### config.mk
export PLATFORM = sky130hd
export DESIGN_NAME = core_memory_error_counters
export DESIGN_NICKNAME = d
export VERILOG_FILES = /design/src/logic/core_err_pkg.sv /design/src/logic/core_memory_error_counters.sv
export SDC_FILE = /design/constraint.sdc
export NUM_CORES = 1
export LEC_CHECK = 0
export CAP_MARGIN = 20
export CORE_AREA = 2 2 230 232
export CTS_BUF_LIST = sky130_fd_sc_hd__clkbuf_8
export DETAILED_ROUTE_END_ITERATION = 6
export DIE_AREA = 0 0 232 234
export DONT_BUFFER_PORTS = 1
export PLACE_DENSITY = 0.57
export SLEW_MARGIN = 20
export SYNTH_ARGS = -nofsm -noshare
export SYNTH_HDL_FRONTEND = slang
export SYNTH_SLANG_ARGS = --single-unit
### constraint.sdc
create_clock -name clock -period 5 [get_ports clock]
set_input_delay 0.75 -clock clock [delete_from_list [all_inputs] [get_ports clock]]
set_output_delay 0.75 -clock clock [all_outputs]
set_load 0.01 [all_outputs]
### src/logic/core_err_pkg.sv
// constants and types shared by the core memory error counter block
package core_err_pkg;

	// ************************************************************
	// csr map
	// ************************************************************
	localparam int CSR_ADDR_W = 12;
	localparam logic [11:0] CSR_IC_ECT = 12'h7F0;
	localparam logic [11:0] CSR_IS_ECT = 12'h7F1;
	localparam logic [31:0] ECT_RESET = 32'h0;

	// ************************************************************
	// counter/threshold field layout
	// ************************************************************
	localparam int THRESH_MSB = 31;
	localparam int THRESH_LSB = 27;
	localparam int THRESH_W = 5;
	localparam int COUNT_MSB = 26;
	localparam int COUNT_W = 27;
	localparam logic [4:0] THRESH_LEGAL_MAX = 5'h1A;
	localparam int NUM_ECT = 2;
	localparam int IDX_IC = 0;
	localparam int IDX_IS = 1;

	// ************************************************************
	// ecc word layout
	// ************************************************************
	localparam int DATA_W = 32;
	localparam int ECC_W = 7;
	localparam int HAM_W = 6;
	localparam int CODE_LEN = 38;

	// ************************************************************
	// kind of a soc memory response
	// ************************************************************
	typedef enum logic [1:0] {
		RESP_FETCH,
		RESP_LOAD,
		RESP_STORE
	} respKind_type;

endpackage

### src/logic/core_memory_error_counters.sv
// ecc checking, error responses and correctable error counters of the core memories
`timescale 1ns/1ps

// How it works
// - data scratch words carry 7 check bits, checked on every access
// - single-bit data errors corrected in-line; write-back and count on retire, or at once for a dma read in a cycle with no retire write-back
// - non-speculative uncorrectable load or store raises the matching access fault
// - uncorrectable dma read of a scratch memory returns an error response
// - soc data flagged with error is discarded, never used
// - flagged soc response: fetch, load fault or store bus error nmi
// - only counts are kept, never addresses of corrected errors
// - icache counter counts tag or fetched instruction parity/ecc errors
// - threshold in 31:27, count in 26:0, interrupt when count[thresh] set
// - written threshold 27 to 31 is stored as 26
// - counter registers accept any write and read back legal values
// - reads have no side effect; writes update threshold and count together
// - interrupt is not latched; follows the selected count bit
// - count wraps at its maximum, no saturation or overflow flag
// - instr scratch counter counts correctable fetch and dma read errors
// - dma correctable errors counted in any power or halt state
// - every single-bit fetch error corrected, written back and counted
// - correctable fetch error flushes and refetches instead of in-line fix
// - several icache errors in one cycle advance the counter by one
module core_memory_error_counters import core_err_pkg::*; #(
	parameter int DS_ADDR_W = 16,
	parameter int IS_ADDR_W = 16,
	parameter int IC_WAYS = 4
) (
	// clock and reset
	input wire logic clock,
	input wire logic rst_n,
	// csr access
	input wire logic csrValid,
	input wire logic csrWrite,
	input wire logic [CSR_ADDR_W-1:0] csrAddr,
	input wire logic [31:0] csrWdata,
	output logic [31:0] csrRdata,
	output logic csrHit,
	// data scratch core access
	input wire logic dsAccValid,
	input wire logic dsAccLoad,
	input wire logic dsAccStore,
	input wire logic dsAccSpec,
	input wire logic [DS_ADDR_W-1:0] dsAccAddr,
	input wire logic [DATA_W-1:0] dsRdData,
	input wire logic [ECC_W-1:0] dsRdEcc,
	input wire logic instrRetire,
	input wire logic instrKill,
	output logic dsLoadValid,
	output logic [DATA_W-1:0] dsLoadData,
	output logic dsCountInc,
	// store path into the data scratch
	input wire logic stValid,
	input wire logic [DS_ADDR_W-1:0] stAddr,
	input wire logic [DATA_W-1:0] stData,
	output logic stReady,
	// data scratch write port
	output logic dsWrValid,
	output logic [DS_ADDR_W-1:0] dsWrAddr,
	output logic [DATA_W-1:0] dsWrData,
	output logic [ECC_W-1:0] dsWrEcc,
	// dma reads of either scratch memory
	input wire logic dmaRdValid,
	input wire logic dmaRdInstr,
	input wire logic [IS_ADDR_W-1:0] dmaRdAddr,
	input wire logic [DATA_W-1:0] dmaRdData,
	input wire logic [ECC_W-1:0] dmaRdEcc,
	output logic dmaRespValid,
	output logic [DATA_W-1:0] dmaRespData,
	output logic dmaRespError,
	// instr scratch fetch
	input wire logic isFetchValid,
	input wire logic isFetchOldest,
	input wire logic [IS_ADDR_W-1:0] isFetchAddr,
	input wire logic [DATA_W-1:0] isFetchData,
	input wire logic [ECC_W-1:0] isFetchEcc,
	output logic isFetchOkValid,
	output logic [DATA_W-1:0] isFetchOkData,
	output logic refetchFlush,
	// instr scratch write port
	output logic isWrValid,
	output logic [IS_ADDR_W-1:0] isWrAddr,
	output logic [DATA_W-1:0] isWrData,
	output logic [ECC_W-1:0] isWrEcc,
	// icache error reports
	input wire logic [IC_WAYS-1:0] icTagErr,
	input wire logic icDataErr,
	// soc memory responses
	input wire logic socRespValid,
	input wire logic socRespErr,
	input wire respKind_type socRespKind,
	input wire logic [DATA_W-1:0] socRespData,
	output logic socDataValid,
	output logic [DATA_W-1:0] socDataOut,
	// faults and interrupt
	output logic instrAccessFault,
	output logic loadAccessFault,
	output logic storeAccessFault,
	output logic storeBusErrorNmi,
	output logic corrErrIrq
);

	// ************************************************************
	// secded code: hamming bits at power-of-two positions plus overall parity
	// ************************************************************
	function automatic logic [ECC_W-1:0] eccEncode(input logic [DATA_W-1:0] d);
		logic [CODE_LEN:1] cw;
		logic [ECC_W-1:0] e;
		int j;
		cw = '0;
		e = '0;
		j = 0;
		for (int p = 1; p <= CODE_LEN; p++) begin
			if ((p & (p - 1)) != 0) begin
				cw[p] = d[j];
				j++;
			end
		end
		for (int k = 0; k < HAM_W; k++) begin
			for (int p = 1; p <= CODE_LEN; p++) begin
				if (((p >> k) & 1) != 0) begin
					e[k] = e[k] ^ cw[p];
				end
			end
		end
		e[ECC_W-1] = ^{d, e[HAM_W-1:0]};
		return e;
	endfunction

	// returns {uncorrectable, corrected, data}
	function automatic logic [DATA_W+1:0] eccCheck(input logic [DATA_W-1:0] d, input logic [ECC_W-1:0] e);
		logic [CODE_LEN:1] cw;
		logic [HAM_W-1:0] syn;
		logic [DATA_W-1:0] fixed;
		logic overall;
		logic single;
		logic double;
		int j;
		cw = '0;
		syn = '0;
		fixed = '0;
		j = 0;
		for (int k = 0; k < HAM_W; k++) begin
			cw[1 << k] = e[k];
		end
		for (int p = 1; p <= CODE_LEN; p++) begin
			if ((p & (p - 1)) != 0) begin
				cw[p] = d[j];
				j++;
			end
		end
		for (int k = 0; k < HAM_W; k++) begin
			for (int p = 1; p <= CODE_LEN; p++) begin
				if (((p >> k) & 1) != 0) begin
					syn[k] = syn[k] ^ cw[p];
				end
			end
		end
		overall = ^{d, e};
		// an odd flip that points past the word is really a multi-bit error
		single = overall && (int'(syn) <= CODE_LEN);
		double = (!overall && syn != '0) || (overall && !single);
		if (single && syn != '0) begin
			cw[syn] = ~cw[syn];
		end
		j = 0;
		for (int p = 1; p <= CODE_LEN; p++) begin
			if ((p & (p - 1)) != 0) begin
				fixed[j] = cw[p];
				j++;
			end
		end
		return {double, single, fixed};
	endfunction

	// ************************************************************
	// checks of the three read paths
	// ************************************************************
	logic [DATA_W+1:0] dsChk;
	logic [DATA_W+1:0] dmaChk;
	logic [DATA_W+1:0] fetchChk;
	logic dsSingle;
	logic dsDouble;
	logic dmaSingle;
	logic dmaDouble;
	logic fetchSingle;
	logic fetchDouble;

	assign dsChk = eccCheck(dsRdData, dsRdEcc);
	assign dmaChk = eccCheck(dmaRdData, dmaRdEcc);
	assign fetchChk = eccCheck(isFetchData, isFetchEcc);
	assign dsSingle = dsAccValid && dsChk[DATA_W];
	assign dsDouble = dsAccValid && dsChk[DATA_W+1];
	assign dmaSingle = dmaRdValid && dmaChk[DATA_W];
	assign dmaDouble = dmaRdValid && dmaChk[DATA_W+1];
	assign fetchSingle = isFetchValid && fetchChk[DATA_W];
	assign fetchDouble = isFetchValid && fetchChk[DATA_W+1];

	// ************************************************************
	// corrected word held until its instruction retires or dies
	// ************************************************************
	logic pend_q, pend_d;
	logic [DS_ADDR_W-1:0] pendAddr_q, pendAddr_d;
	logic [DATA_W-1:0] pendData_q, pendData_d;
	logic wbCommit;
	logic dmaDsWb;

	// the held word is not written back for a killed or faulting instruction
	assign wbCommit = pend_q && instrRetire;
	assign dmaDsWb = dmaSingle && !dmaRdInstr;

	always_comb begin
		pend_d = pend_q;
		pendAddr_d = pendAddr_q;
		pendData_d = pendData_q;
		if (instrRetire || instrKill) begin
			pend_d = 1'b0;
		end
		if (dsSingle && (dsAccLoad || dsAccStore)) begin
			pend_d = 1'b1;
			pendAddr_d = dsAccAddr;
			pendData_d = dsChk[DATA_W-1:0];
		end
	end

	always_ff @(posedge clock or negedge rst_n) begin
		if (!rst_n) begin
			pend_q <= 1'b0;
			pendAddr_q <= '0;
			pendData_q <= '0;
		end else begin
			pend_q <= pend_d;
			pendAddr_q <= pendAddr_d;
			pendData_q <= pendData_d;
		end
	end

	// ************************************************************
	// write ports: repairs go first, stores wait through stReady
	// ************************************************************
	logic dsWrValid_q, dsWrValid_d;
	logic [DS_ADDR_W-1:0] dsWrAddr_q, dsWrAddr_d;
	logic [DATA_W-1:0] dsWrData_q, dsWrData_d;
	logic isWrValid_q, isWrValid_d;
	logic [IS_ADDR_W-1:0] isWrAddr_q, isWrAddr_d;
	logic [DATA_W-1:0] isWrData_q, isWrData_d;
	logic dsCountInc_q, dsCountInc_d;

	assign stReady = !(wbCommit || dmaDsWb);

	always_comb begin
		dsWrValid_d = 1'b0;
		dsWrAddr_d = dsWrAddr_q;
		dsWrData_d = dsWrData_q;
		isWrValid_d = 1'b0;
		isWrAddr_d = isWrAddr_q;
		isWrData_d = isWrData_q;
		if (wbCommit) begin
			dsWrValid_d = 1'b1;
			dsWrAddr_d = pendAddr_q;
			dsWrData_d = pendData_q;
		end else if (dmaDsWb) begin
			dsWrValid_d = 1'b1;
			dsWrAddr_d = DS_ADDR_W'(dmaRdAddr);
			dsWrData_d = dmaChk[DATA_W-1:0];
		end else if (stValid) begin
			dsWrValid_d = 1'b1;
			dsWrAddr_d = stAddr;
			dsWrData_d = stData;
		end
		if (fetchSingle) begin
			isWrValid_d = 1'b1;
			isWrAddr_d = isFetchAddr;
			isWrData_d = fetchChk[DATA_W-1:0];
		end else if (dmaSingle && dmaRdInstr) begin
			isWrValid_d = 1'b1;
			isWrAddr_d = dmaRdAddr;
			isWrData_d = dmaChk[DATA_W-1:0];
		end
		// the data counter lives elsewhere; only the event leaves here
		dsCountInc_d = wbCommit || dmaDsWb;
	end

	always_ff @(posedge clock or negedge rst_n) begin
		if (!rst_n) begin
			dsWrValid_q <= 1'b0;
			dsWrAddr_q <= '0;
			dsWrData_q <= '0;
			isWrValid_q <= 1'b0;
			isWrAddr_q <= '0;
			isWrData_q <= '0;
			dsCountInc_q <= 1'b0;
		end else begin
			dsWrValid_q <= dsWrValid_d;
			dsWrAddr_q <= dsWrAddr_d;
			dsWrData_q <= dsWrData_d;
			isWrValid_q <= isWrValid_d;
			isWrAddr_q <= isWrAddr_d;
			isWrData_q <= isWrData_d;
			dsCountInc_q <= dsCountInc_d;
		end
	end

	assign dsWrValid = dsWrValid_q;
	assign dsWrAddr = dsWrAddr_q;
	assign dsWrData = dsWrData_q;
	assign dsWrEcc = eccEncode(dsWrData_q);
	assign isWrValid = isWrValid_q;
	assign isWrAddr = isWrAddr_q;
	assign isWrData = isWrData_q;
	assign isWrEcc = eccEncode(isWrData_q);
	assign dsCountInc = dsCountInc_q;

	// ************************************************************
	// read results, responses and faults
	// ************************************************************
	logic [6:0] flags_q, flags_d;
	logic [DATA_W-1:0] dsLoadData_q, dsLoadData_d;
	logic [DATA_W-1:0] dmaRespData_q, dmaRespData_d;
	logic [DATA_W-1:0] isFetchOkData_q, isFetchOkData_d;
	logic [DATA_W-1:0] socDataOut_q, socDataOut_d;
	logic dsLoadValid_q, dmaRespValid_q, dmaRespError_q;
	logic isFetchOkValid_q, refetchFlush_q, socDataValid_q;
	logic socFlag;

	assign socFlag = socRespValid && socRespErr;

	always_comb begin
		flags_d = '0;
		dsLoadData_d = dsChk[DATA_W-1:0];
		dmaRespData_d = dmaChk[DATA_W-1:0];
		isFetchOkData_d = isFetchData;
		socDataOut_d = socRespData;
		flags_d[0] = dsAccValid && dsAccLoad && !dsDouble;
		flags_d[1] = (dsDouble && dsAccLoad && !dsAccSpec) || (socFlag && socRespKind == RESP_LOAD);
		flags_d[2] = dsDouble && dsAccStore && !dsAccSpec;
		flags_d[3] = (fetchDouble && isFetchOldest) || (socFlag && socRespKind == RESP_FETCH);
		flags_d[4] = socFlag && socRespKind == RESP_STORE;
		// a corrected fetch is not forwarded: the pipe refetches the repaired word
		flags_d[5] = fetchSingle;
		flags_d[6] = isFetchValid && !fetchSingle && !fetchDouble;
	end

	always_ff @(posedge clock or negedge rst_n) begin
		if (!rst_n) begin
			flags_q <= '0;
			dsLoadData_q <= '0;
			dmaRespData_q <= '0;
			isFetchOkData_q <= '0;
			socDataOut_q <= '0;
			dsLoadValid_q <= 1'b0;
			dmaRespValid_q <= 1'b0;
			dmaRespError_q <= 1'b0;
			isFetchOkValid_q <= 1'b0;
			refetchFlush_q <= 1'b0;
			socDataValid_q <= 1'b0;
		end else begin
			flags_q <= flags_d;
			dsLoadData_q <= dsLoadData_d;
			dmaRespData_q <= dmaRespData_d;
			isFetchOkData_q <= isFetchOkData_d;
			socDataOut_q <= socDataOut_d;
			dsLoadValid_q <= flags_d[0];
			dmaRespValid_q <= dmaRdValid;
			dmaRespError_q <= dmaDouble;
			isFetchOkValid_q <= flags_d[6];
			refetchFlush_q <= flags_d[5];
			socDataValid_q <= socRespValid && !socRespErr;
		end
	end

	assign dsLoadValid = dsLoadValid_q;
	assign dsLoadData = dsLoadData_q;
	assign loadAccessFault = flags_q[1];
	assign storeAccessFault = flags_q[2];
	assign instrAccessFault = flags_q[3];
	assign storeBusErrorNmi = flags_q[4];
	assign refetchFlush = refetchFlush_q;
	assign isFetchOkValid = isFetchOkValid_q;
	assign isFetchOkData = isFetchOkData_q;
	assign dmaRespValid = dmaRespValid_q;
	assign dmaRespData = dmaRespData_q;
	assign dmaRespError = dmaRespError_q;
	assign socDataValid = socDataValid_q;
	assign socDataOut = socDataOut_q;

	// ************************************************************
	// counter/threshold registers; only counts are kept, no addresses
	// ************************************************************
	logic [1:0] incAmt [NUM_ECT];
	logic [NUM_ECT-1:0] irqHit;
	logic [THRESH_W-1:0] wThresh;
	logic [THRESH_W-1:0] thr_q [NUM_ECT];
	logic [COUNT_W-1:0] cnt_q [NUM_ECT];

	assign incAmt[IDX_IC] = {1'b0, (|icTagErr) || icDataErr};
	assign incAmt[IDX_IS] = 2'(fetchSingle) + 2'(dmaSingle && dmaRdInstr);
	// illegal thresholds are folded on the way in so a read never sees them
	assign wThresh = (csrWdata[THRESH_MSB:THRESH_LSB] > THRESH_LEGAL_MAX) ?
		THRESH_LEGAL_MAX : csrWdata[THRESH_MSB:THRESH_LSB];

	for (genvar g = 0; g < NUM_ECT; g++) begin : gEct
		logic [THRESH_W-1:0] thr_d;
		logic [COUNT_W-1:0] cnt_d;
		logic wrHit;
		assign wrHit = csrValid && csrWrite && csrAddr == ((g == IDX_IC) ? CSR_IC_ECT : CSR_IS_ECT);

		always_comb begin
			thr_d = thr_q[g];
			// wraps silently at the top of the field
			cnt_d = cnt_q[g] + COUNT_W'(incAmt[g]);
			if (wrHit) begin
				thr_d = wThresh;
				cnt_d = csrWdata[COUNT_MSB:0];
			end
		end

		always_ff @(posedge clock or negedge rst_n) begin
			if (!rst_n) begin
				thr_q[g] <= ECT_RESET[THRESH_MSB:THRESH_LSB];
				cnt_q[g] <= ECT_RESET[COUNT_MSB:0];
			end else begin
				thr_q[g] <= thr_d;
				cnt_q[g] <= cnt_d;
			end
		end

		// level straight from the count, so clearing the count drops it
		assign irqHit[g] = cnt_q[g][thr_q[g]];
	end

	assign corrErrIrq = |irqHit;

	// ************************************************************
	// csr read: registered, no side effect
	// ************************************************************
	logic [31:0] csrRdata_q, csrRdata_d;
	logic csrHit_q, csrHit_d;

	always_comb begin
		csrRdata_d = 32'h0;
		csrHit_d = 1'b0;
		if (csrValid && csrAddr == CSR_IC_ECT) begin
			csrRdata_d = {thr_q[IDX_IC], cnt_q[IDX_IC]};
			csrHit_d = 1'b1;
		end else if (csrValid && csrAddr == CSR_IS_ECT) begin
			csrRdata_d = {thr_q[IDX_IS], cnt_q[IDX_IS]};
			csrHit_d = 1'b1;
		end
	end

	always_ff @(posedge clock or negedge rst_n) begin
		if (!rst_n) begin
			csrRdata_q <= 32'h0;
			csrHit_q <= 1'b0;
		end else begin
			csrRdata_q <= csrRdata_d;
			csrHit_q <= csrHit_d;
		end
	end

	assign csrRdata = csrRdata_q;
	assign csrHit = csrHit_q;

endmodule

==> results.cfg <==
[place]
gp_congestion = 0.974
place_hpwl_um = 64200
pre_cts_ws_ps = -58.0
placed_cells = 2837
port_buffers = 0

[synthesis]
synth_compound_area_share_pct = 13.3
yosys-mux-area-fraction_pct = 9.46
synthXorXnorAreaFrac_pct = 18.0
synth_edf_count = 0
ys_warn_count = 0
ys_types = 73
synth_ff_type = dfrtp_1
async_flop_share_pct = 100
syn_area_per_cell_um2 = 10.2
synthSimpleGateAreaFrac_pct = 13.2
yosysSeqAreaShare_pct = 43.0
ys_ff_latch = 383
syn_inst = 2195
syn_area_um2 = 22300
synthAdderAreaFrac_pct = 0.258
synth_nets = 2512
synth_top_family_by_area = XOR/XNOR gates

[timing]
period_needed_ps = 4430
clock_skew_ps = 28.5
setup_violations = 0
hold_violations = 187
rsz0062_at_grt = no
tightestPinTransition_ps = 1180
max_freq_mhz = 225
fin_ws_ps = 565
slew_viol_final = 0
timing.hold.ws_ps = -195
relSlewSlack_pct = 21.2
finalCritPeriodShare_pct = 88.7

[final_layout]
fin_cells = 2973
area_growth_pct = 10.8
layout_common_cells = dfrtp_1 (383), nand2_1 (252), xnor2_1 (239), nor2_1 (221), o21ai_0 (126)
seqCellArea_um2 = 9580
mostFrequentLayoutCell = dfrtp_1
fillers = 4932
nets = 2538
drive_gt1_share_pct = 13.6
multi_input_area_um2 = 12100

[critical_path]
path_buf_inv = 2
crit_chain = xnor3_1 -> xnor2_2 -> xnor3_1 -> xor2_1 -> a311oi_1 -> buf_4 -> o2111ai_4 -> inv_1 -> fa_1 -> ha_1 -> and3_1 -> and3_1 -> nor2b_2 -> nand3_1 -> nor2_2 -> nand3_1 -> xor2_1 -> a21oi_1
cp_top_family = XOR/XNOR gates
cp.arrival_ps = 4960
reg2reg_from = cnt_q[27]
cpMaxStageDelayCell = xnor3_1
worst_r2r_path_depth = 10
timing.rr.end = cnt_q[53]
startpoint_type = primary input
rrSetupSlack_ps = 2120
crit_required_ps = 5520
crit_path_max_fanout = 4
end_kind = flip-flop
critical_path_class = primary input to flip-flop
slowest_delay_ps = 470

[power]
vdd_drop_max_v = 0.00133
internal_power_mw = 10.3
power_frac_seq_pct = 25.7
power_frac_comb_pct = 59.1
p_per_area_nw_per_um2 = 806
p_clk_share_pct = 15.2
power_mw = 19.9
switching_share_pct = 48.1
p_switching_mw = 9.57
p_leak_nw = 10.4

[floorplanning]
dieArea_um2 = 54300
start_util_pct = 42.8
rows = 84
core_um2 = 52000
die_h_um = 234
io_pins = 599
die_w_um = 232

[route]
drtPass1Iterations = 5
viasPerCell = 5.99
dr_total_vias = 17806
drt-total-wl_um = 84700
post_drt_wl_per_cell_um = 28.5
final_antenna_net_count = 0
drtIter0Drc = 1701
drcViolationCount = 0

[clock_tree]
cts_buffers = 70
cts.reportedPaths.clkPinSlew_ps = 60
clock_path_buffers = 3
post_cts_buffers = 0
root_buffer = clkbuf_8
clock_latency_ps = 670
cts.sink_count = 383
tritoncts = built
htreeDepth = 3

[global_routing]
antenna_found_initial = 16
track_usage_pct = 30.7
grt_pass1_wl_um = 122000
overflow = 0
grt_pass1_vias = 17528
grt_max_degree = 384

[min_path]
worstHoldPathType = primary input to async pin

[run_status]
violations = negative hold slack
outcome = finished with violations

[flow_run]
maxCapViolations = 0
## worst register-to-register path: stages (launching register included)
cell     delay [ps]
dfrtp_1         380
ha_1            190
ha_1            190
and3_1          210
and3_1          240
nor2b_1         430
nand3_1         300
nor2_1          350
nand3_1         160
xor2_1          160
o21ai_0         170
## per-stage QoR
stage          utilization (%)  TNS [ps]  cell area, um2
5_1_grt                   47.4         0           24700
2_1_floorplan                -         0           22300
3_5_place_dp              44.7      -113           23200
3_3_place_gp              44.7     -5.50           23200
6_report                  47.5         0           24700
4_1_cts                   47.4         0           24700
## worst max path at each step
stage	slack, ps	endpoint	from	depth (start not counted)
3_3_place_gp	-5	cnt_q[24]	dmaRdData[22]	18
3_5_place_dp	-60	cnt_q[24]	dmaRdData[22]	18
4_1_cts	660	cnt_q[26]	dmaRdData[22]	18
6_report	570	cnt_q[24]	dmaRdData[22]	18
2_1_floorplan	2	cnt_q[24]	isFetchData[8]	19
5_1_grt	310	cnt_q[24]	dmaRdData[22]	18
## metal layers
metal | vias up | share of wire, % | global-route usage, %
li1 | 7776 | - | -
met1 | 8897 | 40 | 40.0
met2 | 930 | 46 | 47.4
met3 | 195 | 8.9 | 7.68
met4 | 8 | 4.8 | 15.6
met5 | - | 0.060 | 0
## state kept, by name, indices dropped and copies added (netlist names), 5 cells and up
| name | cells |
|---|---|
| cnt_q | 54 |
| csrRdata | 32 |
| dmaRespData | 32 |
| dsLoadData | 32 |
| dsWrData | 32 |
| isFetchOkData | 32 |
| isWrData | 32 |
| pendData_q | 32 |
| socDataOut | 32 |
| dsWrAddr | 16 |
| isWrAddr | 16 |
| pendAddr_q | 16 |
| thr_q | 10 |
| flags_q | 5 |
## synth_stat cells (4+ instances only)
cell       number  area, um2
o2111ai_1       4       35.0
nor2_1        223        837
nand2b_1       12       75.1
o211ai_1       46        345
o31ai_1        11       82.6
or2_2          10       62.6
a22o_1         14        123
buf_6           4       45.0
buf_2          34        170
nand3_1        51        255
nand2_1       253        950
and2_1         10       62.6
o21ai_0       126        631
and3_1         23        144
xnor2_1       239       2090
a211oi_1       31        233
dfrtp_1       383       9580
a21o_1         21        158
mux4_2         19        428
a31oi_1        43        269
nor2b_1        23        144
o311a_1        13        130
mux2_2         78        878
o22ai_1         8       50.1
nand4_1        12       75.1
mux2i_1        80        801
nor3_1         29        145
a32o_1          4       40.0
a221oi_1        4       35.0
xnor3_1        43        968
o21ai_1        14       70.1
nand3b_1        5       37.5
buf_1           9       33.8
clkbuf_1       73        274
o221ai_1       14        123
or3_1           4       25.0
a221o_1         9       90.1
a21oi_1        52        260
xnor2_2         4       65.1
inv_1          25       93.8
o21a_1          4       30.0
xor2_1         76        666
## power groups by stage
stage	registers, mW	logic (mW)	clock network [mW]
after floorplan	4.70	9.15	0
after global placement	5.15	11.5	0
after detailed placement	5.16	11.6	0
after CTS	5.11	11.6	3.10
after global routing	5.20	12.6	3.23
final	5.11	11.8	3.03
## what timing repair did
action,4_1_cts,5_1_grt
endpoints found under the setup margin,0,0
gates resized for setup,0,0
hold endpoints to repair,383,383
## layout make-up
cell class / count / share of cell area [%]
well taps: 688 / 3.49
inverters: 25 / 0.380
repair buffers: 74 / 2.35
clock inverters: 39 / 0.973
diodes: 12 / 0.122
flip-flops and latches: 383 / 38.8
multi-input cells: 1667 / 49.1
clock buffers: 85 / 4.74
## cell families after synthesis
kind of cell | after synthesis
and+or+nand+nor | 669
AOI/OAI and AO/OA | 446
DFF | 383
xor gates and xnor gates | 371
muxes | 177
buffers and inverters | 145
adders and majority gates | 4
Note: power is estimated with default switching activity, not from simulation.
